==> src/rfe_regs.vh <==
// constants for the rotor flux angle estimator
`ifndef RFE_REGS_VH
`define RFE_REGS_VH

// ----------------------------------------------------------------------------
// fixed point and gains
// ----------------------------------------------------------------------------
`define RFE_FRAC_BITS    12
`define RFE_KMAG         16'h000e
`define RFE_KSLIP        16'h01b0
`define RFE_KANGLE       16'h0148

// ----------------------------------------------------------------------------
// angle, table and divider handling
// ----------------------------------------------------------------------------
`define RFE_VIEW_SHIFT   4
`define RFE_IDX_SHIFT    8
`define RFE_COS_OFFSET   8'h40
`define RFE_DIV_STEPS    5'h10

// ----------------------------------------------------------------------------
// reset values
// ----------------------------------------------------------------------------
`define RFE_MAG_RST      16'h0000
`define RFE_ANGLE_RST    16'h0000

`endif

==> src/rfe_estimator.v <==
// rotor flux angle estimator: current model, angle integrator, sine/cosine
// How it works
// - magnetizing current steps toward d current by gain; slip = q over it, times gain
// - zero magnetizing current skips the division and forces the quotient to zero
// - flux speed in 4.12 is rotor speed plus the scaled slip term
// - flux angle is a 16 bit unsigned word wrapping on overflow and underflow
// - increment is |flux speed| times angle constant, added or subtracted by sign
// - a view copy of the angle shifted right by four is output, unused inside
// - one full sine period sits in a 256 entry 4.12 table
// - table index is the upper byte of the 16 bit angle
// - table entry at that index is the angle sine in 4.12
// - cosine reads the table at index plus a quarter period, wrapped to 8 bits
`timescale 1ns/100ps
`include "rfe_regs.vh"

module rfe_estimator #(
  parameter [15:0] KMAG   = `RFE_KMAG,
  parameter [15:0] KSLIP  = `RFE_KSLIP,
  parameter [15:0] KANGLE = `RFE_KANGLE,
  parameter        DEPTH  = 4,
  parameter        AW     = 2
) (
  input  wire        clk_sys,
  input  wire        nrst,
  input  wire        in_valid,
  output wire        in_ready,
  input  wire [15:0] direct_axis_current,
  input  wire [15:0] quadrature_axis_current,
  input  wire [15:0] rotor_speed,
  output wire        out_valid,
  input  wire        out_ready,
  output reg  [15:0] flux_angle,
  output reg  [15:0] flux_angle_view,
  output reg  [15:0] flux_speed,
  output reg  [15:0] magnetizing_current,
  output wire [15:0] angle_sine,
  output wire [15:0] angle_cosine
);

  // ---------------------------------------------------------------------------
  // states
  // ---------------------------------------------------------------------------
  localparam [2:0] S_IDLE = 3'h0;
  localparam [2:0] S_MAG  = 3'h1;
  localparam [2:0] S_DIV  = 3'h2;
  localparam [2:0] S_SLIP = 3'h3;
  localparam [2:0] S_ANG  = 3'h4;
  localparam [2:0] S_TRIG = 3'h5;
  localparam [2:0] S_OUT  = 3'h6;

  // ---------------------------------------------------------------------------
  // arithmetic helpers
  // ---------------------------------------------------------------------------
  // 4.12 times 4.12, keeping the middle word like a shift-by-four store
  function [15:0] mul_q12;
    input [15:0] a;
    input [15:0] b;
    reg   signed [31:0] p;
    begin
      p = $signed(a) * $signed(b);
      mul_q12 = p[`RFE_FRAC_BITS+15:`RFE_FRAC_BITS];
    end
  endfunction

  // two's complement magnitude; the most negative code stays as it is
  function [15:0] mag16;
    input [15:0] v;
    begin
      if (v[15])
        mag16 = 16'h0000 - v;
      else
        mag16 = v;
    end
  endfunction

  // ---------------------------------------------------------------------------
  // input buffer
  // ---------------------------------------------------------------------------
  wire        fifo_valid;
  wire        fifo_pop;
  wire [47:0] fifo_data;

  rfe_fifo #(
    .W  (48),
    .D  (DEPTH),
    .AW (AW)
  ) u_fifo (
    .clk_sys  (clk_sys),
    .nrst     (nrst),
    .wr_valid (in_valid),
    .wr_ready (in_ready),
    .wr_data  ({direct_axis_current, quadrature_axis_current, rotor_speed}),
    .rd_valid (fifo_valid),
    .rd_ready (fifo_pop),
    .rd_data  (fifo_data)
  );

  // ---------------------------------------------------------------------------
  // state and working registers
  // ---------------------------------------------------------------------------
  reg [2:0]  state_r;
  reg [2:0]  state_nxt;
  reg [15:0] id_r;
  reg [15:0] iq_r;
  reg [15:0] spd_r;
  reg [31:0] acc_r;
  reg [31:0] acc_nxt;
  reg [4:0]  step_r;
  reg [4:0]  step_nxt;
  reg [15:0] mag_nxt;
  reg [15:0] fs_nxt;
  reg [15:0] ang_nxt;
  reg [15:0] quot;
  reg [15:0] incr;
  reg [31:0] diff;

  assign fifo_pop  = (state_r == S_IDLE);
  assign out_valid = (state_r == S_OUT);

  // ---------------------------------------------------------------------------
  // sine table
  // ---------------------------------------------------------------------------
  wire [7:0] sin_idx = flux_angle[15:`RFE_IDX_SHIFT];
  wire [7:0] cos_idx = sin_idx + `RFE_COS_OFFSET;

  rfe_sine_rom u_rom (
    .clk_sys (clk_sys),
    .nrst    (nrst),
    .addr_a  (sin_idx),
    .addr_b  (cos_idx),
    .data_a  (angle_sine),
    .data_b  (angle_cosine)
  );

  // ---------------------------------------------------------------------------
  // next state and datapath
  // ---------------------------------------------------------------------------
  always @* begin
    state_nxt = state_r;
    acc_nxt   = acc_r;
    step_nxt  = step_r;
    mag_nxt   = magnetizing_current;
    fs_nxt    = flux_speed;
    ang_nxt   = flux_angle;
    quot      = 16'h0000;
    incr      = 16'h0000;
    diff      = acc_r - {1'b0, magnetizing_current, 15'h0000};
    case (state_r)
      S_IDLE: begin
        if (fifo_valid)
          state_nxt = S_MAG;
      end
      S_MAG: begin
        // the difference wraps to 16 bits before scaling, as a word store would
        mag_nxt = magnetizing_current
                + mul_q12(id_r - magnetizing_current, KMAG);
        step_nxt = 5'h00;
        if (mag_nxt == 16'h0000) begin
          acc_nxt   = 32'h0000_0000;
          state_nxt = S_SLIP;
        end else begin
          acc_nxt   = {4'h0, mag16(iq_r), 12'h000};
          state_nxt = S_DIV;
        end
      end
      S_DIV: begin
        // one conditional subtract per cycle, quotient bits enter at the bottom
        if (!diff[31])
          acc_nxt = {diff[30:0], 1'b1};
        else
          acc_nxt = {acc_r[30:0], 1'b0};
        step_nxt = step_r + 1'b1;
        if (step_r == `RFE_DIV_STEPS - 1'b1)
          state_nxt = S_SLIP;
      end
      S_SLIP: begin
        if ($signed(iq_r) > $signed(16'h0000))
          quot = acc_r[15:0];
        else
          quot = 16'h0000 - acc_r[15:0];
        fs_nxt    = spd_r + mul_q12(quot, KSLIP);
        state_nxt = S_ANG;
      end
      S_ANG: begin
        incr = mul_q12(mag16(flux_speed), KANGLE);
        if (flux_speed[15])
          ang_nxt = flux_angle - incr;
        else
          ang_nxt = flux_angle + incr;
        state_nxt = S_TRIG;
      end
      S_TRIG: begin
        // one cycle for the registered table ports to follow the new angle
        state_nxt = S_OUT;
      end
      S_OUT: begin
        if (out_ready)
          state_nxt = S_IDLE;
      end
      default: begin
        state_nxt = S_IDLE;
      end
    endcase
  end

  // ---------------------------------------------------------------------------
  // registers
  // ---------------------------------------------------------------------------
  always @(posedge clk_sys or negedge nrst) begin
    if (!nrst) begin
      state_r             <= S_IDLE;
      id_r                <= 16'h0000;
      iq_r                <= 16'h0000;
      spd_r               <= 16'h0000;
      acc_r               <= 32'h0000_0000;
      step_r              <= 5'h00;
      magnetizing_current <= `RFE_MAG_RST;
      flux_speed          <= 16'h0000;
      flux_angle          <= `RFE_ANGLE_RST;
      flux_angle_view     <= `RFE_ANGLE_RST;
    end else begin
      state_r             <= state_nxt;
      acc_r               <= acc_nxt;
      step_r              <= step_nxt;
      magnetizing_current <= mag_nxt;
      flux_speed          <= fs_nxt;
      flux_angle          <= ang_nxt;
      flux_angle_view     <= ang_nxt >> `RFE_VIEW_SHIFT;
      if (state_r == S_IDLE && fifo_valid) begin
        id_r  <= fifo_data[47:32];
        iq_r  <= fifo_data[31:16];
        spd_r <= fifo_data[15:0];
      end
    end
  end

endmodule

==> src/rfe_fifo.v <==
// small synchronous fifo with valid/ready on both sides
`timescale 1ns/100ps

module rfe_fifo #(
  parameter W  = 48,
  parameter D  = 4,
  parameter AW = 2
) (
  input  wire         clk_sys,
  input  wire         nrst,
  input  wire         wr_valid,
  output wire         wr_ready,
  input  wire [W-1:0] wr_data,
  output wire         rd_valid,
  input  wire         rd_ready,
  output wire [W-1:0] rd_data
);

  reg [W-1:0]  mem_r [0:D-1];
  reg [AW-1:0] wp_r;
  reg [AW-1:0] rp_r;
  reg [AW:0]   cnt_r;

  wire push = wr_valid && wr_ready;
  wire pop  = rd_valid && rd_ready;

  // full and empty come straight from the count, so they never lie
  assign wr_ready = (cnt_r != D[AW:0]);
  assign rd_valid = (cnt_r != {(AW+1){1'b0}});
  assign rd_data  = mem_r[rp_r];

  function [AW-1:0] inc_ptr;
    input [AW-1:0] p;
    begin
      if (p == D[AW-1:0] - 1'b1)
        inc_ptr = {AW{1'b0}};
      else
        inc_ptr = p + 1'b1;
    end
  endfunction

  always @(posedge clk_sys) begin
    if (push)
      mem_r[wp_r] <= wr_data;
  end

  always @(posedge clk_sys or negedge nrst) begin
    if (!nrst) begin
      wp_r  <= {AW{1'b0}};
      rp_r  <= {AW{1'b0}};
      cnt_r <= {(AW+1){1'b0}};
    end else begin
      if (push)
        wp_r <= inc_ptr(wp_r);
      if (pop)
        rp_r <= inc_ptr(rp_r);
      if (push && !pop)
        cnt_r <= cnt_r + 1'b1;
      else if (pop && !push)
        cnt_r <= cnt_r - 1'b1;
    end
  end

endmodule

==> src/rfe_sine_rom.v <==
// 256 entry sine table, two registered read ports
`timescale 1ns/100ps

module rfe_sine_rom (
  input  wire        clk_sys,
  input  wire        nrst,
  input  wire [7:0]  addr_a,
  input  wire [7:0]  addr_b,
  output reg  [15:0] data_a,
  output reg  [15:0] data_b
);

  // ---------------------------------------------------------------------------
  // quarter wave, entry 63 in the top word; the other three quarters are
  // folded from it, which keeps the full period at a quarter of the area
  // ---------------------------------------------------------------------------
  localparam [1023:0] QTAB = {
    64'h0fff0ffb0ff50fec, 64'h0fe10fd40fc40fb1, 64'h0f9c0f850f6c0f50,
    64'h0f310f110eee0ec8, 64'h0ea10e770e4b0e1c, 64'h0dec0db90d850d4e,
    64'h0d150cda0c9d0c5e, 64'h0c1e0bdb0b970b50, 64'h0b080abf0a730a26,
    64'h09d80988093708e4, 64'h088f083a07e3078b, 64'h073206d7067c061f,
    64'h05c20564050504a5, 64'h044403e30381031f, 64'h02bc025901f50191,
    64'h012d00c900650000
  };

  function [15:0] sine_of;
    input [7:0] p;
    reg   [5:0] k;
    reg   [15:0] m;
    begin
      k = p[5:0];
      m = 16'h0000;
      if (p[6] && k == 6'h00)
        m = 16'h1000;
      else if (p[6])
        m = QTAB[(6'h00 - k) * 16 +: 16];
      else
        m = QTAB[k * 16 +: 16];
      if (p[7])
        sine_of = 16'h0000 - m;
      else
        sine_of = m;
    end
  endfunction

  always @(posedge clk_sys or negedge nrst) begin
    if (!nrst) begin
      data_a <= 16'h0000;
      data_b <= 16'h0000;
    end else begin
      data_a <= sine_of(addr_a);
      data_b <= sine_of(addr_b);
    end
  end

endmodule

==> config.mk <==
export PLATFORM = sky130hd
export DESIGN_NAME = rfe_estimator
export DESIGN_NICKNAME = d
export VERILOG_FILES = /design/src/rfe_estimator.v /design/src/rfe_fifo.v /design/src/rfe_sine_rom.v
export VERILOG_INCLUDE_DIRS = /design/src
export SDC_FILE = /design/constraint.sdc
export NUM_CORES = 1
export LEC_CHECK = 0
export ABC_CLOCK_PERIOD_IN_PS = 9600
export BUFFER_PORTS_ARGS = -buffer_cell sky130_fd_sc_hd__buf_4
export CORE_MARGIN = 2
export CORE_UTILIZATION = 50
export DETAILED_ROUTE_END_ITERATION = 6
export GPL_TIMING_DRIVEN = 0
export PLACE_DENSITY = 0.68
export SYNTH_ARGS = -nofsm -noshare
export SYNTH_HDL_FRONTEND = slang
export SYNTH_SLANG_ARGS = --single-unit
==> constraint.sdc <==
create_clock -name clk_sys -period 9.6 [get_ports clk_sys]
set_input_delay 1.92 -clock clk_sys [delete_from_list [all_inputs] [get_ports clk_sys]]
set_output_delay 1.92 -clock clk_sys [all_outputs]
set_load 0.05 [all_outputs]
# After elaboration in Yosys (flattened, before gate mapping)
# Memories as Yosys holds them, arrays and structs flattened. A register that Yosys moved wholly into a read port is not among the register bits.
# Index checks and enable logic that the tools add are counted.
[op_classes]
addsub = 19
multipliers = 3
order_cmp = 1
eq_ne = 13
shift = 4
mux = 27
reduce_logical = 17
[op_table]
columns = ["cell", "n"]
rows = [
  ["$shiftx 1024x11->16 const A", 2],
  ["$shiftx 1024x33->16 const A", 2],
  ["$mux 16", 12],
  ["$sub 1x16->16 const A", 5],
  ["$pmux 32 s2", 1],
  ["$add 16x16->16", 3],
  ["$mux 32", 1],
  ["$sub 16x16->16", 2],
  ["$sub 32x31->32", 1],
  ["$mux 28", 1],
  ["$mul 16x7->23 const B", 1],
  ["$mul 16x6->22 const B", 1],
  ["$pmux 3 s7", 1],
  ["$mul 16x4->20 const B", 1],
  ["$gt 16x1->1 const B", 1],
  ["$logic_not 16->1", 1],
  ["$mux 3", 5],
  ["$sub 1x6->7 const A", 2],
  ["$logic_not 6->1", 2],
  ["$pmux 5 s2", 1],
  ["$eq 3x3->1 const B", 3],
  ["$add 8x7->8 const B", 1],
  ["$eq 3x2->1 const B", 2],
  ["$logic_and 1x1->1", 6],
  ["other kinds (17)", 26],
]
[word_totals]
regBits = 127
ramBits = 192
in_bits = 52
n_memories = 1
[memory_table]
columns = ["name", "words", "width", "read_ports", "rd_clocked_by_memory_dff", "wr", "line_no", "source"]
rows = [
  ["u_fifo.mem_r", 4, 48, 1, 1, 1, "rfe_fifo.v:19", "reg [W-1:0] mem_r [0:D-1];"],
]

# Longest topological paths before layout
[depth]
ltp_word = 7
depth_mapped = 38
ltp_nobuf = 36

# Modules after synthesis
# From an unflattened synthesis, not the netlist that was laid out.
[hier_totals]
hier_cells = 2536
hier_area_um2 = 26177.6
[modules_own_cells]
columns = ["module", "n_inst", "cells_each", "area_each_um2", "seq_area_each_um2"]
rows = [
  ["rfe_estimator", 1, 1639, 14536.4, 3403.3],
  ["rfe_fifo", 1, 287, 7344.5, 5940.7],
  ["rfe_sine_rom", 1, 610, 4296.6, 800.8],
]

# Worst setup path before layout
# Ideal clock, no wire load.
[synth_timing]
path_type = "reg-to-reg"
from = "reg magnetizing_current[1]"
to = "reg acc_r[24]"
setup_time_ps = 133
arrival_ps = 7852
t_required_ps = 9467
setup_slack_ps = 1615
path_stages_with_launch = 35
period_less_slack_ps = 7985
cell_sequence = "dfrtp_1 > inv_1 > ha_1 > nor2b_1 > o21ai_0 > a21boi_0 > o211ai_1 > a21oi_1 > o21ai_0 > a211oi_1 > xnor2_1 > fa_1 > inv_1 > ha_1 > a2111oi_0 > o21a_1 > o21ai_0 > a2111oi_0 > o22ai_1 > or2_2 > nand3_1 > and3_1 > ha_1 > a21o_1 > a21oi_1 > o21bai_1 > o2bb2ai_1 > a311o_1 > xor2_1 > nor4b_1 > nand4_1 > nand3b_2 > buf_2 > a32oi_1 > o21ai_0"
[synth_between]
elab_chain_cells = 6
word_cells_on_any_way = 8
[synth_lines]
columns = ["item", "line_no", "source"]
rows = [
  ["start, declared", "rfe_estimator.v:35", "output reg [15:0] magnetizing_current,"],
  ["start signal, assigned", "rfe_estimator.v:217", "magnetizing_current <= `RFE_MAG_RST;"],
  ["start signal, assigned", "rfe_estimator.v:225", "magnetizing_current <= mag_nxt;"],
  ["$sub 16x16->16", "rfe_estimator.v:156", "+ mul_q12(id_r - magnetizing_current, KMAG);"],
  ["$mul 16x4->20", "rfe_estimator.v:60", "p = $signed(a) * $signed(b);"],
  ["$add 16x16->16", "rfe_estimator.v:156", ""],
  ["$logic_not 16->1", "rfe_estimator.v:158", "if (mag_nxt == 16'h0000) begin"],
  ["$mux 28", "rfe_estimator.v:158", ""],
  ["$pmux 32 s2 *", "rfe_estimator.v:148", "case (state_r)"],
  ["end signal, assigned", "rfe_estimator.v:223", "acc_r <= acc_nxt;"],
  ["end, declared", "rfe_estimator.v:106", "reg [31:0] acc_r;"],
]
# Mark *: on every way between the ends. The rest lies on a longest branch, timed or not.
# A chain may end at the register's enable or synchronous reset.

# Worst setup path in the final report
# Same ends and word-level chain as after synthesis.

==> run_results.csv <==
group,metric,value,unit
clock_network,clock_path_buffers,3,
detailed_routing,drc,0,
worst_setup_path,cp_slowest_stage_delay,0.51,ns
detailed_routing,routed_wl,55.3,mm
detailed_routing,wl_per_cell,17.2,um
worst_setup_path,worst_setup_path_start_kind,"flip-flop",
worst_setup_path,r2r_setup_slack,0.69,ns
timing,max_freq,112,MHz
timing,hold_viol,0,
place,place_ws,0.405,ns
yosys,yosysWarnings,0,
floorplanning,core-area,48800,sq um
worst_setup_path,crit_top_cell,"o21ai_0",
final_layout,antenna_cells,0,
yosys,synth_ff_type,"edfxtp_1",
clock_network,clkSlewWorstSetupHoldPaths,0.06,ns
timing,fin_crit,8.91,ns
worst_setup_path,crit_family,"compound AO/OA/AOI/OAI gates",
final_layout,nets,2847,
worst_hold_path,hold_end,"step_r[4]",
yosys,synth_cells,2315,
worst_setup_path,crit_cells,35,
worst_setup_path,startpoint,"magnetizing_current[1]",
timing,rsz0062_at_grt,"false",
worst_setup_path,worst-path-buf-inv,5,
final_layout,drive_above_1_share,0.157,
detailed_routing,vias,17700,
clock_network,clkLatencyLatePin,0.58,ns
global_route,antenna_found_initial,0,
floorplanning,fp.dieH,226,um
place,gp_congestion,0.905,
worst_hold_path,hold_path.class,"flip-flop to flip-flop",
detailed_routing,drt-initial-drc-count,1075,
yosys,synth-edff-count,192,
yosys,syn-mean-instance-area,10.7,sq um
worst_setup_path,r2r_start,"magnetizing_current[1]",
worst_hold_path,min-delay-start,"step_r[4]",
yosys,seq_area_frac_synth,0.411,
clock_network,holdBufCountCts,0,
global_route,grt_pass1_wl,90.6,mm
yosys,async_flop_share,0.477,
yosys,synth.distinct_cells,92,
detailed_routing,dr.pass1.iters,5,
clock_network,cts_buffers,42,
global_route,gr-usage-all-layers,0.221,
place,hpwl,41.9,mm
timing,fin_crit_sh,0.928,
floorplanning,die_w,226,um
worst_setup_path,worst-endpoint-arrival,9.34,ns
worst_setup_path,r2r_end,"acc_r[24]",
status,status,"finished, final reports clean",
timing,fin_ws,0.687,ns
worst_hold_path,holdPathStages,2,
timing,fin_setup_tns,0,ns
detailed_routing,ant_nets,0,
yosys,ys_ff_latch,367,
floorplanning,placementRows,81,
timing,setup_violations,0,
worst_setup_path,required,10.03,ns
floorplanning,ioPinCount,150,
worst_setup_path,r2r_cells,35,
global_route,grt_max_degree,104,
clock_network,cts_root_buf,"clkbuf_16",
job,drv_cap,0,
yosys,syn_area,24700,sq um
global_route,gr-total-overflow,0,
worst_setup_path,cp-end-kind,"flip-flop",
clock_network,cts_tree,"done",
worst_setup_path,slowest_stage,"dfrtp_2",
floorplanning,die-area,51100,sq um
final_layout,final_area,28100,sq um
clock_network,cts.sinks,367,
worst_setup_path,critPathKind,"flip-flop to flip-flop",
place,io_buffer_count,145,
floorplanning,initial_utilization,0.505,
timing,final_max_slew_viol_count,0,
timing,max_slew.worst_pin.slew,1.34,ns
final_layout,area_growth,14.1,%
timing,relSlewSlack,0.0992,
place,placed_area,26700,sq um
worst_setup_path,crit_path_max_fanout,10,
detailed_routing,viasPerCell,5.51,
clock_network,cts_htree_levels,2,
timing,skew,0.0237,ns
global_route,grt_pass1_vias,17800,
## registers in the layout (all words and copies together), names as in the netlist, 3 cells and up
signal	count
u_fifo.mem_r	192
u_rom.data_a	16
spd_r	16
step_r	5
state_r	3
u_fifo.cnt_r	3
acc_r	32
magnetizing_current	16
flux_angle	16
u_rom.data_b	16
flux_speed	16
id_r	16
iq_r	16
## timing repair
item	4_1_cts	5_1_grt
setup buffers	0	3
setup endpoints to repair	0	16
resized for setup	0	5
## Yosys cell counts, drive strengths merged, types with 31 or more instances
| master | n | area, sq um |
|---|---|---|
| mux2 | 56 | 631 |
| edfxtp | 192 | 5770 |
| mux4 | 51 | 1150 |
| fa | 61 | 1220 |
| ha | 219 | 2740 |
| a21oi | 121 | 609 |
| dfrtp | 175 | 4380 |
| nand3 | 36 | 180 |
| inv | 260 | 976 |
| nor3 | 31 | 160 |
| xor2 | 66 | 578 |
| o21ai | 152 | 764 |
| buf | 38 | 229 |
| xnor2 | 91 | 805 |
| clkbuf | 66 | 258 |
| nand2 | 169 | 634 |
| nor2 | 120 | 453 |
| a21o | 39 | 294 |
## logic make-up after synthesis
logic type | count (synthesis) | synth area share
AO/OA/AOI/OAI | 513 | 0.134
flip-flops | 367 | 0.411
multiplexers | 127 | 0.0803
XOR/XNOR | 157 | 0.0561
AND/OR/NAND/NOR | 504 | 0.0981
other | 1 | 0.000152
buffers and inverters | 365 | 0.0595
adder cells (fa/ha/maj) | 281 | 0.161
## cells in the final DEF, fill, tap and decap left out, types with 43 or more instances in the layout
cell type / count
xnor2_1: 90
o21ai_0: 146
a21oi_1: 120
fa_1: 61
buf_4: 164
dfrtp_1: 174
inv_1: 258
nor2_1: 119
edfxtp_1: 192
mux2_2: 56
clkbuf_1: 74
nand2_1: 169
mux4_2: 51
xor2_1: 66
clkbuf_16: 43
ha_1: 219
## metal layers
layer / vias to the layer above / part of all wire / global-route usage / wire length, um
met4: 0 / 0.022 / 0.0611 / 1240
met2: 373 / 0.49 / 0.388 / 27200
met5: - / 0 / 0 / 0
li1: 8625 / - / - / -
met1: 8627 / 0.44 / 0.288 / 24500
met3: 75 / 0.041 / 0.0288 / 2250
## stage by stage
stage,hold slack (ns),instances,util
finish,0.486,3213,0.576
global route,0.506,3213,0.576
CTS,0.484,3210,0.575
detailed placement,0.472,3132,0.547
global placement,0.462,3127,0.544
floorplan,0.450,2318,-
## worst register-to-register path: cells and delay by family, from the launching register on
family          cells  cell delay, ns
buf+inv             5            0.81
fa+ha+maj           4            1.54
xor+xnor            2            0.41
compound gates     16            3.58
flops               1            0.51
simple gates        8            1.93
## how the worst max path moves through the flow
stage | to | slack [ns]
2_1_floorplan | acc_r[24] | 1.61
3_3_place_gp | acc_r[25] | 0.61
3_5_place_dp | acc_r[24] | 0.41
4_1_cts | acc_r[25] | 0.36
5_1_grt | acc_r[16] | 0.11
6_report | acc_r[24] | 0.69
## layout make-up
class	count	area [sq um]
Clock buffer	55	1150
Timing Repair Buffer	153	1230
Inverter	261	983
Fill cell	4183	20700
Buffer	104	487
Sequential cell	367	10100
Multi-Input combinational cell	1586	13100
Tap cell	664	831
Clock inverter	23	230
Power is left out: the tool's default activity adds up to more than one toggle a clock period on the data nets, which glitch-free logic cannot reach.
